`config.mk`:
```
export PLATFORM = sky130hd
export DESIGN_NAME = ldc_core
export DESIGN_NICKNAME = d
export VERILOG_FILES = /design/src/rtl/ldc_pkg.sv /design/src/rtl/ldc_step_if.sv /design/src/rtl/ldc_core.sv /design/src/rtl/ldc_step_unit.sv
export SDC_FILE = /design/constraint.sdc
export NUM_CORES = 1
export LEC_CHECK = 0
export BUFFER_PORTS_ARGS = -buffer_cell sky130_fd_sc_hd__buf_2
export CORE_MARGIN = 2
export CORE_UTILIZATION = 62
export DETAILED_ROUTE_END_ITERATION = 6
export PLACE_DENSITY = 0.79
export SYNTH_ARGS = -nofsm -noshare
export SYNTH_HDL_FRONTEND = slang
export SYNTH_SLANG_ARGS = --single-unit
```
`constraint.sdc`:
```
create_clock -name mclk -period 6.73 [get_ports mclk]
set_clock_uncertainty 0.1 [all_clocks]
set_input_delay 0.3365 -clock mclk [delete_from_list [all_inputs] [get_ports mclk]]
set_output_delay 0.3365 -clock mclk [all_outputs]
set_load 0.02 [all_outputs]
```
`src/rtl/ldc_pkg.sv`:
```
/*
 * Constants, register map and state codes for the laser driver control block.
 * Assumes the serial frame has already been reduced to synchronous samples of mclk.
 */
package ldc_pkg;
	localparam int FRAME_BITS = 16;
	localparam int HEAD_BITS = 8;
	localparam logic [4:0] FRAME_LAST = 5'h10;
	localparam logic [4:0] HEAD_LAST = 5'h08;
	localparam logic [4:0] CNT_ZERO = 5'h00;
	localparam logic [4:0] CNT_ONE = 5'h01;

	// Register indices inside the low five address bits of a frame.
	localparam logic [4:0] OFS_TRANSMIT_CONTROL = 5'h05;
	localparam logic [4:0] OFS_HARD_FAULT_STATUS = 5'h06;
	localparam logic [4:0] OFS_SOFT_FAULT_STATUS = 5'h07;
	localparam logic [4:0] OFS_BIAS_CODE = 5'h08;
	localparam logic [4:0] OFS_MODULATION_CODE = 5'h09;
	localparam logic [4:0] OFS_MODULATION_CODE_LIMIT = 5'h0A;
	localparam logic [4:0] OFS_BIAS_CODE_LIMIT = 5'h0B;
	localparam logic [4:0] OFS_MODULATION_STEP = 5'h0C;
	localparam logic [4:0] OFS_BIAS_STEP = 5'h0D;
	localparam logic [4:0] OFS_FAULT_MASK = 5'h0F;
	localparam logic [4:0] OFS_DEEMPHASIS_SETTING = 5'h10;
	localparam logic [4:0] OFS_INPUT_EQ_SETTING = 5'h11;

	// Field positions.
	localparam int CTRL_TX_EN = 0;
	localparam int CTRL_POLARITY = 1;
	localparam int CTRL_DE_LO = 3;
	localparam int CTRL_DE_HI = 4;
	localparam int STEP_LSB = 7;
	localparam int STEP_SIGN = 4;
	localparam int STAT1_SIGNAL = 5;
	localparam int STAT2_BIAS_WARN = 0;
	localparam int STAT2_MOD_WARN = 1;
	localparam int STAT2_SOFT_LO = 2;
	localparam int HARD_SRC_W = 4;
	localparam int SOFT_SRC_W = 4;

	// Reset values.
	localparam logic [7:0] RST_CTRL = 8'h00;
	localparam logic [7:0] RST_CODE = 8'h04;
	localparam logic [7:0] RST_LIMIT = 8'hFF;
	localparam logic [7:0] RST_ZERO = 8'h00;
	localparam logic [8:0] DAC_OFF = 9'h000;

	typedef enum logic [4:0] {
		ST_IDLE = 5'b00001,
		ST_HEAD = 5'b00010,
		ST_WDATA = 5'b00100,
		ST_RDATA = 5'b01000,
		ST_DONE = 5'b10000
	} ldc_state_e;
endpackage : ldc_pkg

```
`src/rtl/ldc_step_if.sv`:
```
/*
 * Carries one current code, its limit and a signed step to the step unit and back.
 * Assumes the core drives the request side and the unit answers combinationally.
 */
interface ldc_step_if;
	logic [7:0] step;
	logic [7:0] limit;
	logic [7:0] cur;
	logic [7:0] nxt;
	logic over;

	modport core (output step, output limit, output cur, input nxt, input over);
	modport unit (input step, input limit, input cur, output nxt, output over);
endinterface : ldc_step_if

```
`src/rtl/ldc_core.sv`:
```
/*
 * Control registers, current code stepping, fault latching and serial slave of a laser driver.
 * Assumes every input is synchronous to mclk and the serial clock is slow against it.
 */
module ldc_core (
	input wire logic mclk,
	input wire logic sys_rst,
	input wire logic chip_select,
	input wire logic scl,
	input wire logic sda_in,
	output logic sda_out,
	output logic sda_oe_n,
	input wire logic [1:0] address_level_select,
	input wire logic disable_in,
	input wire logic data_in_pos,
	input wire logic data_in_neg,
	input wire logic signal_detect,
	input wire logic [ldc_pkg::HARD_SRC_W-1:0] hard_fault_src,
	input wire logic [ldc_pkg::SOFT_SRC_W-1:0] soft_fault_src,
	output logic laser_anode_out,
	output logic laser_cathode_out,
	output logic [8:0] bias_dac,
	output logic [8:0] mod_dac,
	output logic [1:0] eq_boost,
	output logic [1:0] deemph_range,
	output logic [7:0] deemph_level,
	output logic [1:0] addr_hi,
	output logic fault
);
	import ldc_pkg::*;

	ldc_state_e state_r;
	logic scl_prev_r;
	logic [4:0] cnt_r;
	logic [15:0] sh_r;
	logic [7:0] rd_r;
	logic addr_done_r;
	logic [1:0] addr_hi_r;
	logic [7:0] ctrl_r, eq_r, deem_r, mask_r;
	logic [7:0] bias_hi_r, mod_hi_r, bias_lim_r, mod_lim_r, bias_step_r, mod_step_r;
	logic [HARD_SRC_W-1:0] hard_stat_r;
	logic sig_stat_r;
	logic bias_warn_r, mod_warn_r;
	logic [SOFT_SRC_W-1:0] soft_stat_r;
	logic dis_prev_r;
	logic fault_r;
	logic [8:0] bias_dac_r, mod_dac_r;
	logic anode_r, cathode_r, sda_out_r, sda_oe_n_r;
	logic [1:0] eq_boost_r, deemph_range_r;
	logic [7:0] deemph_level_r;

	logic scl_rise, match, commit, dis_toggle, out_on;
	logic [15:0] sh_nxt;
	logic [HARD_SRC_W-1:0] hard_hit;
	logic [7:0] rd_mux;

	ldc_step_if bias_if ();
	ldc_step_if mod_if ();

	ldc_step_unit u_bias_step (.sif(bias_if));
	ldc_step_unit u_mod_step (.sif(mod_if));

	assign scl_rise = scl & ~scl_prev_r;
	assign sh_nxt = {sh_r[14:0], sda_in};
	assign match = (sh_r[7:6] == addr_hi_r);
	assign commit = (state_r == ST_WDATA) && scl_rise && (cnt_r == FRAME_LAST - CNT_ONE);
	assign dis_toggle = dis_prev_r & ~disable_in;
	assign hard_hit = hard_fault_src & ~mask_r[HARD_SRC_W-1:0];
	assign out_on = ctrl_r[CTRL_TX_EN] & ~disable_in & ~fault_r;

	assign bias_if.step = sh_nxt[7:0];
	assign bias_if.limit = bias_lim_r;
	assign bias_if.cur = bias_hi_r;
	assign mod_if.step = sh_nxt[7:0];
	assign mod_if.limit = mod_lim_r;
	assign mod_if.cur = mod_hi_r;

	// Four-level select is caught once, on the first edge after reset release.
	always_ff @(posedge mclk or posedge sys_rst) begin
		if (sys_rst) begin
			addr_done_r <= 1'b0;
			addr_hi_r <= 2'b00;
		end else if (!addr_done_r) begin
			addr_done_r <= 1'b1;
			addr_hi_r <= address_level_select;
		end
	end

	// After the eighth rise the header sits in sh_r[7:0]: address in bits 7:1, read flag in bit 0.
	always_comb begin
		case (sh_r[5:1])
			OFS_TRANSMIT_CONTROL: rd_mux = ctrl_r;
			OFS_HARD_FAULT_STATUS: rd_mux = {2'b00, sig_stat_r, 1'b0, hard_stat_r};
			OFS_SOFT_FAULT_STATUS: rd_mux = {2'b00, soft_stat_r, mod_warn_r, bias_warn_r};
			OFS_BIAS_CODE: rd_mux = bias_hi_r;
			OFS_MODULATION_CODE: rd_mux = mod_hi_r;
			OFS_MODULATION_CODE_LIMIT: rd_mux = mod_lim_r;
			OFS_BIAS_CODE_LIMIT: rd_mux = bias_lim_r;
			OFS_MODULATION_STEP: rd_mux = mod_step_r;
			OFS_BIAS_STEP: rd_mux = bias_step_r;
			OFS_FAULT_MASK: rd_mux = mask_r;
			OFS_DEEMPHASIS_SETTING: rd_mux = deem_r;
			OFS_INPUT_EQ_SETTING: rd_mux = eq_r;
			default: rd_mux = RST_ZERO;
		endcase
	end

	// Serial slave: bits are taken on scl rising edges, read data is driven on them too.
	always_ff @(posedge mclk or posedge sys_rst) begin
		if (sys_rst) begin
			state_r <= ST_IDLE;
			scl_prev_r <= 1'b0;
			cnt_r <= CNT_ZERO;
			sh_r <= 16'h0000;
			rd_r <= RST_ZERO;
			sda_out_r <= 1'b1;
			sda_oe_n_r <= 1'b1;
		end else begin
			scl_prev_r <= scl;
			if (!chip_select) begin
				state_r <= ST_IDLE;
				cnt_r <= CNT_ZERO;
				sda_out_r <= 1'b1;
				sda_oe_n_r <= 1'b1;
			end else begin
				case (state_r)
					ST_IDLE: begin
						state_r <= ST_HEAD;
						cnt_r <= CNT_ZERO;
					end
					ST_HEAD: begin
						if (scl_rise) begin
							sh_r <= sh_nxt;
							cnt_r <= cnt_r + CNT_ONE;
							if (cnt_r == HEAD_LAST - CNT_ONE) begin
								state_r <= sda_in ? ST_RDATA : ST_WDATA;
							end
						end
					end
					ST_RDATA: begin
						if (cnt_r == HEAD_LAST) begin
							rd_r <= match ? rd_mux : RST_ZERO;
							cnt_r <= cnt_r + CNT_ONE;
						end else if (scl_rise) begin
							// Open drain: only zeros are driven, ones are left to the pull-up.
							sda_out_r <= rd_r[7];
							sda_oe_n_r <= ~match | rd_r[7];
							rd_r <= {rd_r[6:0], 1'b0};
							cnt_r <= cnt_r + CNT_ONE;
							if (cnt_r == FRAME_LAST) begin
								state_r <= ST_DONE;
							end
						end
					end
					ST_WDATA: begin
						if (scl_rise) begin
							sh_r <= sh_nxt;
							cnt_r <= cnt_r + CNT_ONE;
							if (cnt_r == FRAME_LAST - CNT_ONE) begin
								state_r <= ST_DONE;
							end
						end
					end
					ST_DONE: begin
						if (scl_rise) begin
							sda_out_r <= 1'b1;
							sda_oe_n_r <= 1'b1;
						end
					end
					default: state_r <= ST_IDLE;
				endcase
			end
		end
	end

	// Plain setting registers; at commit sh_r holds the address in bits 14:8, the read flag in 7.
	always_ff @(posedge mclk or posedge sys_rst) begin
		if (sys_rst) begin
			ctrl_r <= RST_CTRL;
			eq_r <= RST_ZERO;
			deem_r <= RST_ZERO;
			mask_r <= RST_ZERO;
			bias_lim_r <= RST_LIMIT;
			mod_lim_r <= RST_LIMIT;
		end else if (commit && sh_r[14:13] == addr_hi_r) begin
			case (sh_r[12:8])
				OFS_TRANSMIT_CONTROL: ctrl_r <= sh_nxt[7:0];
				OFS_INPUT_EQ_SETTING: eq_r <= sh_nxt[7:0];
				OFS_DEEMPHASIS_SETTING: deem_r <= sh_nxt[7:0];
				OFS_FAULT_MASK: mask_r <= sh_nxt[7:0];
				OFS_BIAS_CODE_LIMIT: bias_lim_r <= sh_nxt[7:0];
				OFS_MODULATION_CODE_LIMIT: mod_lim_r <= sh_nxt[7:0];
				default: ;
			endcase
		end
	end

	// Bias code: direct setting, or stepped and clamped by the step unit.
	always_ff @(posedge mclk or posedge sys_rst) begin
		if (sys_rst) begin
			bias_hi_r <= RST_CODE;
			bias_step_r <= RST_ZERO;
		end else if (commit && sh_r[14:13] == addr_hi_r) begin
			if (sh_r[12:8] == OFS_BIAS_CODE) begin
				bias_hi_r <= sh_nxt[7:0];
			end else if (sh_r[12:8] == OFS_BIAS_STEP) begin
				bias_step_r <= sh_nxt[7:0];
				bias_hi_r <= bias_if.nxt;
			end
		end
	end

	// Modulation code: same structure as the bias code.
	always_ff @(posedge mclk or posedge sys_rst) begin
		if (sys_rst) begin
			mod_hi_r <= RST_CODE;
			mod_step_r <= RST_ZERO;
		end else if (commit && sh_r[14:13] == addr_hi_r) begin
			if (sh_r[12:8] == OFS_MODULATION_CODE) begin
				mod_hi_r <= sh_nxt[7:0];
			end else if (sh_r[12:8] == OFS_MODULATION_STEP) begin
				mod_step_r <= sh_nxt[7:0];
				mod_hi_r <= mod_if.nxt;
			end
		end
	end

	// Status and fault latch; a new event wins over the clear from a disable toggle.
	always_ff @(posedge mclk or posedge sys_rst) begin
		if (sys_rst) begin
			dis_prev_r <= 1'b0;
			hard_stat_r <= '0;
			soft_stat_r <= '0;
			sig_stat_r <= 1'b0;
			bias_warn_r <= 1'b0;
			mod_warn_r <= 1'b0;
			fault_r <= 1'b0;
		end else begin
			dis_prev_r <= disable_in;
			sig_stat_r <= signal_detect;
			hard_stat_r <= (dis_toggle ? '0 : hard_stat_r) | hard_hit;
			soft_stat_r <= (dis_toggle ? '0 : soft_stat_r) | soft_fault_src;
			fault_r <= (fault_r & ~dis_toggle) | (|hard_hit);
			bias_warn_r <= (bias_warn_r & ~dis_toggle)
				| (commit && sh_r[12:8] == OFS_BIAS_STEP && sh_r[14:13] == addr_hi_r
				&& bias_if.over);
			mod_warn_r <= (mod_warn_r & ~dis_toggle)
				| (commit && sh_r[12:8] == OFS_MODULATION_STEP && sh_r[14:13] == addr_hi_r
				&& mod_if.over);
		end
	end

	// Analog control outputs; the limits cap the codes even after a direct write or a limit drop.
	always_ff @(posedge mclk or posedge sys_rst) begin
		if (sys_rst) begin
			bias_dac_r <= DAC_OFF;
			mod_dac_r <= DAC_OFF;
			anode_r <= 1'b0;
			cathode_r <= 1'b0;
			eq_boost_r <= 2'b00;
			deemph_range_r <= 2'b00;
			deemph_level_r <= RST_ZERO;
		end else begin
			bias_dac_r <= out_on ? {(bias_hi_r > bias_lim_r) ? bias_lim_r : bias_hi_r,
				bias_step_r[STEP_LSB]} : DAC_OFF;
			mod_dac_r <= out_on ? {(mod_hi_r > mod_lim_r) ? mod_lim_r : mod_hi_r,
				mod_step_r[STEP_LSB]} : DAC_OFF;
			cathode_r <= out_on & (data_in_pos ^ ctrl_r[CTRL_POLARITY]);
			anode_r <= out_on & (data_in_neg ^ ctrl_r[CTRL_POLARITY]);
			eq_boost_r <= eq_r[1:0];
			deemph_range_r <= ctrl_r[CTRL_DE_HI:CTRL_DE_LO];
			deemph_level_r <= deem_r;
		end
	end

	assign sda_out = sda_out_r;
	assign sda_oe_n = sda_oe_n_r;
	assign bias_dac = bias_dac_r;
	assign mod_dac = mod_dac_r;
	assign laser_anode_out = anode_r;
	assign laser_cathode_out = cathode_r;
	assign eq_boost = eq_boost_r;
	assign deemph_range = deemph_range_r;
	assign deemph_level = deemph_level_r;
	assign addr_hi = addr_hi_r;
	assign fault = fault_r;

	a_bias_cap: assert property (@(posedge mclk) disable iff (sys_rst)
		bias_dac_r[8:1] <= $past(bias_lim_r)) else $error("bias code above limit");
	a_mod_cap: assert property (@(posedge mclk) disable iff (sys_rst)
		mod_dac_r[8:1] <= $past(mod_lim_r)) else $error("modulation code above limit");
	a_disable_off: assert property (@(posedge mclk) disable iff (sys_rst)
		disable_in |=> (bias_dac_r == DAC_OFF && mod_dac_r == DAC_OFF))
		else $error("currents on while disabled");
	a_fault_hold: assert property (@(posedge mclk) disable iff (sys_rst)
		(fault_r && !dis_toggle) |=> fault_r) else $error("fault dropped without toggle");
	a_hard_kill: assert property (@(posedge mclk) disable iff (sys_rst)
		(|hard_hit) |=> fault_r ##1 (bias_dac_r == DAC_OFF && mod_dac_r == DAC_OFF))
		else $error("hard fault did not latch and disable");
	a_masked_quiet: assert property (@(posedge mclk) disable iff (sys_rst)
		(!fault_r && hard_hit == '0) |=> !fault_r) else $error("fault without unmasked source");
	a_bias_clamp: assert property (@(posedge mclk) disable iff (sys_rst)
		(commit && sh_r[14:13] == addr_hi_r && sh_r[12:8] == OFS_BIAS_STEP && bias_if.over)
		|=> (bias_hi_r == $past(bias_lim_r) && bias_warn_r))
		else $error("bias clamp not applied");
	a_mod_floor: assert property (@(posedge mclk) disable iff (sys_rst)
		(commit && sh_r[14:13] == addr_hi_r && sh_r[12:8] == OFS_MODULATION_STEP
		&& ($signed({2'b00, mod_hi_r}) + $signed({{5{sh_nxt[4]}}, sh_nxt[4:0]})) < 0)
		|=> mod_hi_r == RST_ZERO) else $error("modulation code wrapped below zero");
	a_bias_floor: assert property (@(posedge mclk) disable iff (sys_rst)
		(commit && sh_r[14:13] == addr_hi_r && sh_r[12:8] == OFS_BIAS_STEP
		&& ($signed({2'b00, bias_hi_r}) + $signed({{5{sh_nxt[4]}}, sh_nxt[4:0]})) < 0)
		|=> bias_hi_r == RST_ZERO) else $error("bias code wrapped below zero");
	a_mod_clamp: assert property (@(posedge mclk) disable iff (sys_rst)
		(commit && sh_r[14:13] == addr_hi_r && sh_r[12:8] == OFS_MODULATION_STEP && mod_if.over)
		|=> (mod_hi_r == $past(mod_lim_r) && mod_warn_r))
		else $error("modulation clamp not applied");
	a_soft_record: assert property (@(posedge mclk) disable iff (sys_rst)
		(soft_fault_src != '0)
		|=> ((soft_stat_r & $past(soft_fault_src)) == $past(soft_fault_src)))
		else $error("soft fault not recorded");
	a_addr_hold: assert property (@(posedge mclk) disable iff (sys_rst)
		addr_done_r |=> $stable(addr_hi_r)) else $error("address bits changed after capture");
endmodule : ldc_core

```
`src/rtl/ldc_step_unit.sv`:
```
/*
 * Adds a five-bit two's complement step to an eight-bit code with clamping.
 * Assumes the caller registers the result on the step write.
 */
module ldc_step_unit (
	ldc_step_if.unit sif
);
	import ldc_pkg::*;

	logic signed [9:0] sum;

	always_comb begin
		sum = $signed({2'b00, sif.cur}) + $signed({{5{sif.step[STEP_SIGN]}}, sif.step[4:0]});
		sif.over = 1'b0;
		if (sum < 0) begin
			// Going below zero stops at zero instead of wrapping.
			sif.nxt = RST_ZERO;
		end else if (sum > $signed({2'b00, sif.limit})) begin
			sif.nxt = sif.limit;
			sif.over = 1'b1;
		end else begin
			sif.nxt = sum[7:0];
		end
	end
endmodule : ldc_step_unit
```
### Word level (Yosys, flattened, before mapping)

Cells that the tools add are included.

| operators by class | value |
|---|---|
| add/subtract/negate cells | 3 |
| $lt $le $gt $ge | 6 |
| eq/ne operators | 44 |
| mux-type cells | 45 |
| bitwise operators | 26 |
| reductions and logical operators | 28 |

Operators by type and width:

| operator | count |
|---|---|
| two-way mux 8 bit | 13 |
| case mux 8 bit (12 select lines) | 1 |
| == test 5 x 4 -> 1 bit, second input constant | 17 |
| two-way mux 5 bit | 11 |
| == test 5 x 3 -> 1 bit, second input constant | 6 |
| == test 5 bit, second input constant | 6 |
| case mux 5 bit (5 select lines) | 1 |
| != test 3 bit, second input constant | 7 |
| adder 9 x 5 -> 10 bit | 2 |
| > comparator 10 x 9 -> 1 bit | 2 |
| less-than comparator 10 x 1 -> 1 bit, second input constant | 2 |
| two-way mux 9 bit | 2 |
| > comparator 8 bit | 2 |
| AND reduction 2 bit | 8 |
| case mux 5 bit (3 select lines) | 1 |
| two-way mux 4 bit | 3 |
| AND reduction 3 bit | 4 |
| two-way mux 1 bit | 11 |
| AND 1 bit | 9 |
| logical AND 1 bit | 9 |
| bitwise OR 4 bit | 2 |
| AND reduction 8 bit | 1 |
| inverter 1 bit | 7 |
| nonzero test 2 bit | 3 |
| 16 further kinds | 22 |

| storage, ports and cells | value |
|---|---|
| bits in registers | 164 |
| bits of input ports | 19 |
| output and inout port bits | 37 |
| word-level logic and storage cells | 185 |

### Longest topological paths before layout

Gate-level depths: netlist of run 1.

| logic depth | value |
|---|---|
| word-level depth | 8 |
| depth in mapped cells | 16 |
| depth with buffers taken out | 15 |

### Modules after synthesis

From an unflattened synthesis of run 1, not the netlist that was laid out.

| second synthesis, totals | value |
|---|---|
| cells, all modules | 918 |
| area total of the unflattened synthesis | 9604.2 um^2 |

By module, submodules not included:

| module | instances | cells an instance | area an instance (um^2) | sequential area each (um^2) |
|---|---|---|---|---|
| ldc_core | 1 | 726 | 8055.2 | 4130.2 |
| ldc_step_unit | 2 | 96 | 774.5 | 0.0 |

### Worst setup path after synthesis of run 1

Ideal clock, no wire load.

| path | value |
|---|---|
| kind | reg-to-reg |
| from | register sh_r[2] |
| to | register mod_hi_r[7] |
| setup time | 0.150 ns |
| arrival | 3.289 ns |
| required time | 6.480 ns |
| path slack | 3.191 ns |
| cell stages (with the launch flop) | 16 |
| buffers on the path | 1 |
| clock period less this slack | 3.539 ns |
| path through | dfrtp_1 -> ha_1 -> a21o_1 -> a21oi_1 -> a21boi_0 -> nor4_1 -> a311oi_1 -> ha_1 -> nand4_1 -> nor3_1 -> nand4b_1 -> nand3b_1 -> a31oi_1 -> buf_1 -> mux2i_1 -> o221ai_1 |

| between the ends | value |
|---|---|
| word-level cells in the longest chain between the ends | 6 |
| elaborated cells between the ends (all ways) | 7 |
| classes of those cells | add/sub: 1; order compare: 2; mux: 4 |

RTL lines:

| element | RTL line | RTL |
|---|---|---|
| from (decl) | ldc_core.sv:35 | `logic [15:0] sh_r;` |
| from (signal assigned) | ldc_core.sv:133 | `sh_r <= sh_nxt;` |
| from (signal assigned) | ldc_core.sv:157 | `sh_r <= sh_nxt;` |
| adder 9 x 5 -> 10 bit * | ldc_step_unit.sv:13 | `sum = $signed({2'b00, sif.cur}) + $signed({{5{sif.step[STEP_SIGN]}}, sif.step[4:0]});` |
| > comparator 10 x 9 -> 1 bit | ldc_step_unit.sv:18 | `end else if (sum > $signed({2'b00, sif.limit})) begin` |
| two-way mux 8 bit | ldc_step_unit.sv:18 |  |
| two-way mux 8 bit * | ldc_step_unit.sv:15 | `if (sum < 0) begin` |
| two-way mux 8 bit * | ldc_core.sv:221 | `end else if (sh_r[12:8] == OFS_MODULATION_STEP) begin` |
| two-way mux 8 bit * | ldc_core.sv:219 | `if (sh_r[12:8] == OFS_MODULATION_CODE) begin` |
| to (signal assigned) | ldc_core.sv:220 | `mod_hi_r <= sh_nxt[7:0];` |
| to (signal assigned) | ldc_core.sv:223 | `mod_hi_r <= mod_if.nxt;` |
| to (decl) | ldc_core.sv:40 | `logic [7:0] bias_hi_r, mod_hi_r, bias_lim_r, mod_lim_r, bias_step_r, mod_step_r;` |

Mark *: on every way between the ends. The rest lies on a longest branch, timed or not. The select of a mux whose other input is x is not followed.
A chain may end at the register's enable or synchronous reset.

### Final worst setup path of run 1

| path | value |
|---|---|
| from | register sh_r[3] |
| to | register bias_hi_r[1] |

| between the ends | value |
|---|---|
| word-level cells in the longest chain between the ends | 6 |
| elaborated cells between the ends (all ways) | 7 |
| classes of those cells | add/sub: 1; order compare: 2; mux: 4 |

RTL lines:

| element | RTL line | RTL |
|---|---|---|
| adder 9 x 5 -> 10 bit * | ldc_step_unit.sv:13 |  |
| > comparator 10 x 9 -> 1 bit | ldc_step_unit.sv:18 |  |
| two-way mux 8 bit | ldc_step_unit.sv:18 |  |
| two-way mux 8 bit * | ldc_step_unit.sv:15 |  |
| two-way mux 8 bit * | ldc_core.sv:206 | `end else if (sh_r[12:8] == OFS_BIAS_STEP) begin` |
| two-way mux 8 bit * | ldc_core.sv:204 | `if (sh_r[12:8] == OFS_BIAS_CODE) begin` |
| to (signal assigned) | ldc_core.sv:205 | `bias_hi_r <= sh_nxt[7:0];` |
| to (signal assigned) | ldc_core.sv:208 | `bias_hi_r <= bias_if.nxt;` |
| to (decl) | ldc_core.sv:40 |  |

Marks and branches as above.

==> flow_metrics.tcl, run 1 <==
set metrics [dict create \
    outcome "completed" \
    antennaDiodeCount 0 \
    dp_hpwl_microns 16900 \
    syn_nets 981 \
    grt_setup_unrepaired "no" \
    ctsHoldBuffers 8 \
    drt-initial-drc-count 1022 \
    cp_num_buf_inv 2 \
    drc 0 \
    synth_warnings 0 \
    critPathArrivalTime_ns 4.42 \
    syn_inst 907 \
    synthesis.area_sq_um 9200 \
    gp_congestion 0.961 \
    insertion_delay_ns 0.44 \
    worstPathMaxFanout 29 \
    cp-end-kind "flop" \
    crit_path_start_kind "flop" \
    worstSetupPathType "flop to flop" \
    r2r-start "sh_r[3]" \
    cpLargestDelayFamily "compound AO/OA/AOI/OAI gates" \
    yosysTopAreaCellShare 0.389 \
    vias_per_cell 6.51 \
    min_path_type "primary input to flop" \
    fin_total_pwr_mw 2.20 \
    drtPass1Iterations 5 \
    final_cell_mix "dfrtp_1 (143), mux2_2 (74), nor2_1 (66)" \
    post_cts_buffers 0 \
    min_period_ns 4.23 \
    row_count 44 \
    synth.largest_area_cell "dfrtp_1" \
    place_area_sq_um 9680 \
    fmax_ghz 0.236 \
    synth.distinct_cells 69 \
    antenna_found_initial 0 \
    via_count 7563 \
    grt_max_degree 85 \
    cts_max_level 4 \
    synth_area_per_cell_sq_um 10.1 \
    grt_overflow 0 \
    ff_latch_area_sq_um 4130 \
    rr_endpoint "bias_hi_r[1]" \
    clk_pin_slew_ns 0.06 \
    cts_buffer_depth 2 \
    cts_root_buf "clkbuf_16" \
    ys_ff_latch 164 \
    final_layout_size_suffix_gt1_frac 0.215 \
    clock_sinks 164 \
    cts_buffers 17 \
    finalCritPeriodShare 0.629 \
    multi_input_area_sq_um 4770 \
    drtAntennaViolNets 0 \
    wire_per_inst_microns 21.1 \
    final_cell_area_sq_um 10300 \
    grt_use_total 0.319 \
    hold_viol 0 \
    whs_endpoint "addr_hi[0]" \
    grt_pass1_vias 7213 \
    io_pins 56 \
    syn2layout_area_growth_pct 12.0 \
    io_buffers 55 \
    die_x_microns 126 \
    crit_chain "buf_4, ha_1, nand4b_1, a21boi_0, nor4_1, a311oi_1, ha_1, nand4_1, a211o_1, a21o_1, a311oi_1, a31oi_1, buf_4, mux2i_1, o221ai_1" \
    setup_viol 0 \
    max_stage_delay_ns 0.60 \
    num-fill-cells 1102 \
    synth_edf_count 0 \
    required_ns 6.92 \
    cts_tree "yes" \
    final_common_cell "dfrtp_1" \
    cp-startpoint "sh_r[3]" \
    powerDensity_nw_per_um2 214 \
    worstRegToRegCells 15 \
    rrSetupSlack_ns 2.50 \
    slew_violations 0 \
    initial_core_util 0.633 \
    cts_resized 0 \
    drv_cap 0 \
    slowest_stage "dfrtp_1" \
    dieArea_sq_um 15800 \
    worst_slew_pin_slew_ns 1.04 \
    grt_pass1_wl_microns 39300 \
    synthFlopType "dfrtp_1" \
    hp-start "address_level_select[0]" \
    synth_area_leaders "dfrtp_1 (39%), mux2_2 (9.1%), ha_1 (7.2%), dfstp_2 (6.0%), a21oi_1 (3.2%)" \
    vdd_drop_max_v 0.000200 \
    synthArstFlopShare 1.00 \
    design.core.area_sq_um 14500 \
    fin_setup_tns_ns 0 \
    p_leak_nw 4.81 \
    seq_area_frac_synth 0.449 \
    finalWirelength_microns 24500 \
    max_slew_margin 0.308 \
    nets 1039 \
    die_h_microns 126 \
    hold_depth 2 \
]
[how the worst max path moves through the flow]
| stage | cells after the start | end |
|---|---|---|
| floorplan | 1 | addr_done_r |
| global placement | 15 | bias_hi_r[7] |
| detailed placement | 15 | bias_hi_r[7] |
| CTS | 15 | bias_hi_r[7] |
| global route | 15 | bias_hi_r[7] |
| finish | 15 | bias_hi_r[1] |
[routing by layer]
metal	global-route usage	part of all wire	up-vias
met3	0.0803	0.088	63
met4	0.112	0.032	0
met2	0.488	0.46	389
met5	0	0	-
met1	0.447	0.42	3667
li1	-	-	3444
[registers in the layout, indices dropped and copies added, names as in the netlist, 2 cells and up]
| name | cells |
|---|---|
| bias_dac | 9 |
| ctrl_r | 8 |
| soft_stat_r | 4 |
| hard_stat_r | 4 |
| deemph_level | 8 |
| mod_if.limit | 8 |
| state_r | 5 |
| bias_step_r | 8 |
| mod_dac | 9 |
| mod_hi_r | 8 |
| eq_boost | 2 |
| deem_r | 8 |
| addr_hi | 2 |
| bias_if.limit | 8 |
| eq_r | 8 |
| bias_hi_r | 8 |
| rd_r | 8 |
| cnt_r | 5 |
| deemph_range | 2 |
| mod_step_r | 8 |
| sh_r | 15 |
| mask_r | 8 |
[stage by stage]
stage / instances / util / setup WS, ns / hold slack, ns
finish: 1162 / 0.709 / 2.50 / 0.0284
floorplan: 907 / - / 1.89 / 0.268
detailed placement: 1122 / 0.666 / 2.60 / 0.297
CTS: 1162 / 0.709 / 2.60 / 0.0169
global route: 1162 / 0.709 / 2.14 / 0.0287
global placement: 1122 / 0.666 / 2.72 / 0.304
[Yosys cell counts, types with 6 or more instances]
master    number
dfstp_2       21
and3_1        10
nand3_1       25
nor3_1        14
nand2b_1      17
xor2_1         7
nand2_1       59
nand3b_1       8
a22oi_1       17
nor2_1        66
or3_1          9
a22o_1         9
xnor2_1       10
inv_1         46
o22ai_1       15
o221ai_1       7
a221oi_1      10
a31oi_1        9
nor2b_1        9
ha_1          53
clkbuf_1      33
o21a_1         6
o21ai_0       57
a21o_1        16
a21oi_1       58
dfrtp_1      143
mux2i_1       23
mux2_2        74
[worst register-to-register path, delay by kind of cell (launching register included)]
family | cells | cell delay, ns
AND/OR/NAND/NOR | 3 | 0.37
flip-flops | 1 | 0.60
adder cells (fa/ha/maj) | 2 | 0.53
buffers and inverters | 2 | 0.63
AO/OA/AOI/OAI | 7 | 1.69
multiplexers | 1 | 0.16
[layout make-up]
type,instances,share of cell area
multi-input cells,660,0.463
flip-flops and latches,164,0.401
repair buffers,76,0.0440
clock buffers,19,0.0430
well taps,184,0.0223
inverters,46,0.0172
clock inverters,13,0.00996
[logic make-up after synthesis]
logic type | Yosys count | share of synthesized area
muxes | 98 | 0.117
and+or+nand+nor | 250 | 0.139
adders and majority gates | 55 | 0.0764
DFF | 164 | 0.449
AOI/OAI and AO/OA | 239 | 0.168
xor gates and xnor gates | 17 | 0.0162
buffers and inverters | 83 | 0.0340
other | 1 | 0.000408
[power by group]
| part | internal, mW | leakage, nW | switching (mW) |
|---|---|---|---|
| clock network | 0.486 | 0.260 | 0.427 |
| logic | 0.0938 | 2.42 | 0.160 |
| registers | 1.01 | 2.13 | 0.0306 |
Power figures use the tool's default switching activity.
==> inputs of run 2 (changes only) <==
Settings changed: CORE_UTILIZATION 62 to 56, PLACE_DENSITY 0.79 to 0.75.
Clock period 6.73 ns to 3.71 ns, I/O delays scaled along.
==> run 2 against run 1 <==
Net effect:
- sequential share of layout area is 3.1 points lower
- final area increased by 8.5%
- non-clock buffer count rose by 60
- first-iteration DRC count down 4.6%
- critical endpoint is now bias_hi_r[0]
==> flow_metrics.tcl, run 2 (synthesized netlist as in run 1, its figures left out) <==
set metrics [dict create \
    initial_core_util 0.577 \
    fin_cells 1254 \
    dieArea_sq_um 17500 \
    rrSetupSlack_ns 0.03 \
    slew_violations 0 \
    crit_path_start_kind "flop" \
    vias_per_cell 6.38 \
    cts_max_level 4 \
    grt_max_degree 91 \
    crit_chain "ha_4, a21o_1, a21oi_2, a21boi_2, nor4_2, a311oi_2, ha_1, nand4_1, a211o_1, a21o_1, a311oi_2, a31oi_4, buf_6, mux2i_1, o221ai_1" \
    drtAntennaViolNets 0 \
    grt_overflow 0 \
    max_stage_delay_ns 0.46 \
    required_ns 3.90 \
    worst_slew_pin_slew_ns 0.841 \
    final_cell_area_sq_um 11200 \
    io_pins 56 \
    drtPass1Iterations 6 \
    slowest_stage "dfrtp_2" \
    die_x_microns 132 \
    num-fill-cells 1161 \
    p_leak_nw 5.16 \
    gp_congestion 0.955 \
    nets 1099 \
    drt-initial-drc-count 975 \
    cts_tree "yes" \
    grt_pass1_vias 7756 \
    critPathArrivalTime_ns 3.87 \
    pre_cts_ws_ns -0.0256 \
    max_slew_margin 0.433 \
    grt_setup_unrepaired "yes" \
    largest_reg_flops 15 \
    clk_pin_slew_ns 0.07 \
    setup_viol 0 \
    clock_sinks 164 \
    worstSetupPathType "flop to flop" \
    io_buffers 55 \
    design.core.area_sq_um 15900 \
    internal_power_mw 3.08 \
    p_seq_frac 0.437 \
    cts_buffer_depth 2 \
    hold_viol 0 \
    powerDensity_nw_per_um2 386 \
    vdd_drop_max_v 0.000366 \
    cts_root_buf "clkbuf_16" \
    drv_cap 0 \
    p_clk_frac 0.439 \
    worstPathMaxFanout 5 \
    die_h_microns 132 \
    setup_ws_ns 0.0280 \
    ff_latch_area_sq_um 4140 \
    syn2layout_area_growth_pct 21.6 \
    antenna_found_initial 0 \
    regMostFlops "sh_r" \
    dp_hpwl_microns 18300 \
    via_count 8000 \
    p_sw_mw 1.23 \
    pwr-share-comb 0.124 \
    outcome "completed" \
    antennaDiodeCount 0 \
    dp.cells 1192 \
    place_area_sq_um 10000 \
    grt_pass1_wl_microns 42300 \
    min_period_ns 3.68 \
    fmax_ghz 0.272 \
    drc 0 \
    switching_share 0.285 \
    cts_buffers 17 \
    final_layout_size_suffix_gt1_frac 0.292 \
    min_path_type "primary input to flop" \
    finalCritPeriodShare 0.992 \
    cp-end-kind "flop" \
    row_count 46 \
    insertion_delay_ns 0.44 \
    grt_use_total 0.310 \
    multi_input_area_sq_um 5000 \
    final_cell_mix "dfrtp_1 (138), mux2_2 (74), nor2_1 (66)" \
    wire_per_inst_microns 21.6 \
    final_common_cell "dfrtp_1" \
    finalWirelength_microns 27100 \
]
run 2: layer usage:
layer,share of wire,track usage
met1,0.40,0.406
met2,0.47,0.497
met3,0.092,0.0746
met4,0.038,0.125
met5,0,0
run 2: path summary, 6_finish.rpt:
check                              endpoint  cells after the start       from
max                            bias_hi_r[0]                     15    sh_r[2]
min                              state_r[3]                      3     sda_in
max reg2reg                    bias_hi_r[0]                     15    sh_r[2]
min reg2reg                 deemph_level[1]                      0  deem_r[1]
max in group asynchronous  bias_if.limit[5]                      4    sys_rst
min in group asynchronous        addr_hi[1]                      3    sys_rst
run 2: area by class of cell:
type,count,share of cell area
Sequential cell,164,0.370
Timing Repair Buffer,136,0.0861
Tap cell,216,0.0242
Clock buffer,17,0.0380
Inverter,46,0.0158
Clock inverter,15,0.0185
Multi-Input combinational cell,660,0.448
run 2: worst max-delay path: cells and delay by family, from the launching register on:
family	cells	cell delay, ns
AO/OA/AOI/OAI	9	1.53
adder cells (fa/ha/maj)	2	0.62
AND/OR/NAND/NOR	2	0.47
flip-flops	1	0.46
buffers and inverters	1	0.18
multiplexers	1	0.18
run 2: power groups by stage:
stage | Clock (mW) | Combinational (mW) | Sequential, mW
floorplan | 0 | 0.332 | 1.89
global placement | 0 | 0.458 | 1.91
detailed placement | 0 | 0.467 | 1.91
CTS | 1.91 | 0.486 | 1.88
global route | 1.98 | 0.592 | 1.89
finish | 1.90 | 0.534 | 1.88
run 2: through the flow:
stage               hold WS (ns)  utilization  power [mW]  setup TNS (ns)
global placement           0.136        0.629        2.37               0
global route              0.0693        0.701        4.46           -1.15
detailed placement         0.154        0.629        2.38         -0.0550
floorplan                  0.117            -        2.23               0
CTS                       0.0187        0.679        4.28               0
finish                    0.0581        0.701        4.31               0
run 2: repair_timing:
action | in CTS | in global routing
endpoints found under the hold margin | 38 | 0
setup buffers | 0 | 11
setup endpoints to repair | 7 | 18
gates cloned | 0 | 2
pin swaps | 0 | 23
hold buffers | 17 | 0
gates resized for setup | 2 | 54
==> inputs of run 3 (changes only) <==
Settings changed: GPL_TIMING_DRIVEN from default to 0.
==> run 3 against run 2 <==
Net effect:
- the flow now finishes with violations (negative setup slack)
- maximum frequency decreased by 2.6%
- largest cell class unchanged
- cell count increased by 0.56%
- sequential share of layout area increased by 0.36 points
- sequential power about the same
- largest power group is now sequential cells
- critical path type unchanged
- hold slack got worse by 0.038 ns
==> flow_metrics.tcl, run 3 (synthesized netlist as in run 1, its figures left out) <==
set metrics [dict create \
    slowest_stage "dfrtp_2" \
    gp_congestion 0.942 \
    regMostFlops "sh_r" \
    min_path_type "primary input to flop" \
    insertion_delay_ns 0.44 \
    grt_pass1_wl_microns 41100 \
    p_sw_mw 1.16 \
    finalCritPeriodShare 1.02 \
    worst_slew_pin_slew_ns 1.34 \
    initial_core_util 0.577 \
    via_count 7910 \
    multi_input_area_sq_um 4970 \
    setup_viol 8 \
    vdd_drop_max_v 0.000410 \
    pwr-share-comb 0.134 \
    cts_tree "yes" \
    row_count 46 \
    max_stage_delay_ns 0.49 \
    die_h_microns 132 \
    max_slew_margin 0.102 \
    crit_path_start_kind "flop" \
    cp-end-kind "flop" \
    grt_setup_unrepaired "yes" \
    cts_root_buf "clkbuf_16" \
    design.core.area_sq_um 15900 \
    r2r-start "sh_r[0]" \
    fmax_ghz 0.265 \
    wire_per_inst_microns 21.1 \
    crit_chain "clkinvlp_4, fa_2, nand2b_4, a21oi_4, nor2_2, xnor2_2, ha_1, nand4_1, a211o_1, a21o_1, a311oi_1, a31oi_1, buf_4, buf_6, mux2i_1, o22ai_1" \
    place_area_sq_um 9850 \
    powerDensity_nw_per_um2 382 \
    switching_share 0.273 \
    dp_hpwl_microns 18400 \
    fin_cells 1261 \
    internal_power_mw 3.08 \
    io_buffers 55 \
    grt_use_total 0.304 \
    final_cell_area_sq_um 11100 \
    drv_cap 0 \
    utilization 0.695 \
    hp-start "chip_select" \
    cts_max_level 4 \
    grt_max_degree 38 \
    clk_pin_slew_ns 0.07 \
    die_x_microns 132 \
    setup_ws_ns -0.0700 \
    slew_violations 0 \
    critPathArrivalTime_ns 4.03 \
    cp-startpoint "sh_r[0]" \
    syn2layout_area_growth_pct 20.5 \
    drc 0 \
    cts_buffers 17 \
    p_seq_frac 0.443 \
    io_pins 56 \
    antenna_found_initial 0 \
    num-fill-cells 1213 \
    largest_reg_flops 15 \
    worstSetupPathType "flop to flop" \
    final_layout_size_suffix_gt1_frac 0.264 \
    dp.cells 1183 \
    ff_latch_area_sq_um 4140 \
    antennaDiodeCount 0 \
    violations "negative setup slack" \
    hold_viol 0 \
    final_cell_mix "dfrtp_1 (135), mux2_2 (74), nor2_1 (64)" \
    drtAntennaViolNets 0 \
    p_clk_frac 0.423 \
    clock_sinks 164 \
    vias_per_cell 6.27 \
    drt-initial-drc-count 1055 \
    p_leak_nw 5.06 \
    worstPathMaxFanout 4 \
    required_ns 3.96 \
    dieArea_sq_um 17500 \
    cts_buffer_depth 2 \
    nets 1106 \
    outcome "complete, but fails checks" \
    finalWirelength_microns 26600 \
    final_common_cell "dfrtp_1" \
    min_period_ns 3.78 \
    drtPass1Iterations 5 \
    grt_overflow 0 \
    grt_pass1_vias 7507 \
]
[run 3: cell types whose count changed in the layout (fill, tap and decap cells not counted), sizes merged]
cell and delta:
inv -3, dlygate4sd3 -1, clkinv -4, clkbuf +36, clkinvlp +4, buf -25
[run 3: final timing paths]
| path | endpoint | slack (ns) | cells after the start |
|---|---|---|---|
| worst min-delay path | rd_r[0] | 0.02 | 3 |
| max in group asynchronous | deemph_level[4] | 2.14 | 7 |
| worst min register to register | deemph_range[1] | 0.30 | 0 |
| worst max-delay path | bias_hi_r[2] | -0.07 | 16 |
| worst max register to register | bias_hi_r[2] | -0.07 | 16 |
| min in group asynchronous | cnt_r[3] | 0.19 | 3 |
[run 3: metal layers]
metal,GRT usage,up-vias,part of all wire
li1,-,3569,-
met1,0.404,3887,0.41
met2,0.492,396,0.48
met3,0.0773,58,0.092
met4,0.0944,0,0.025
met5,0,-,0
[run 3: worst max-delay path: cells and delay by family, from the launching register on]
family,cells,cell delay (ns)
AOI/OAI and AO/OA,6,1.14
xor gates and xnor gates,1,0.13
adders and majority gates,2,0.72
buffers and inverters,3,0.57
DFF,1,0.49
muxes,1,0.12
and+or+nand+nor,3,0.41
[run 3: cell type report]
| cell class | instances | area share |
|---|---|---|
| clock buffer | 20 | 0.0403 |
| buffer | 37 | 0.0137 |
| clock inverter | 12 | 0.0130 |
| multi-input combinational | 660 | 0.448 |
| tap | 216 | 0.0244 |
| timing repair buffer | 106 | 0.0705 |
| inverter | 46 | 0.0163 |
| sequential | 164 | 0.373 |
[run 3: metrics by stage]
step | worst slack, ns | hold WS [ns] | power, mW | setup TNS [ns]
3_5_place_dp | -0.802 | 0.0839 | 2.38 | -11.89
6_report | -0.0700 | 0.0202 | 4.24 | -0.206
3_3_place_gp | -0.642 | 0.194 | 2.36 | -10.31
5_1_grt | -0.199 | 0.0232 | 4.40 | -2.27
4_1_cts | -0.0422 | 0.0103 | 4.20 | -0.0422
2_1_floorplan | 0.171 | 0.117 | 2.23 | 0
[run 3: power by group through the flow]
stage,registers (mW),clock network [mW],logic [mW]
2_1_floorplan,1.89,0,0.332
3_3_place_gp,1.91,0,0.448
3_5_place_dp,1.91,0,0.467
4_1_cts,1.87,1.80,0.521
5_1_grt,1.88,1.89,0.628
6_report,1.88,1.79,0.566
[run 3: repair_timing]
| item | in CTS | in global routing |
|---|---|---|
| endpoints found under the hold margin | 58 | 0 |
| pin swaps | 2 | 22 |
| gates cloned | 1 | 1 |
| buffers inserted | 6 | 22 |
| hold buffers | 16 | 0 |
| gates resized for setup | 26 | 38 |
| setup endpoints to repair | 21 | 26 |
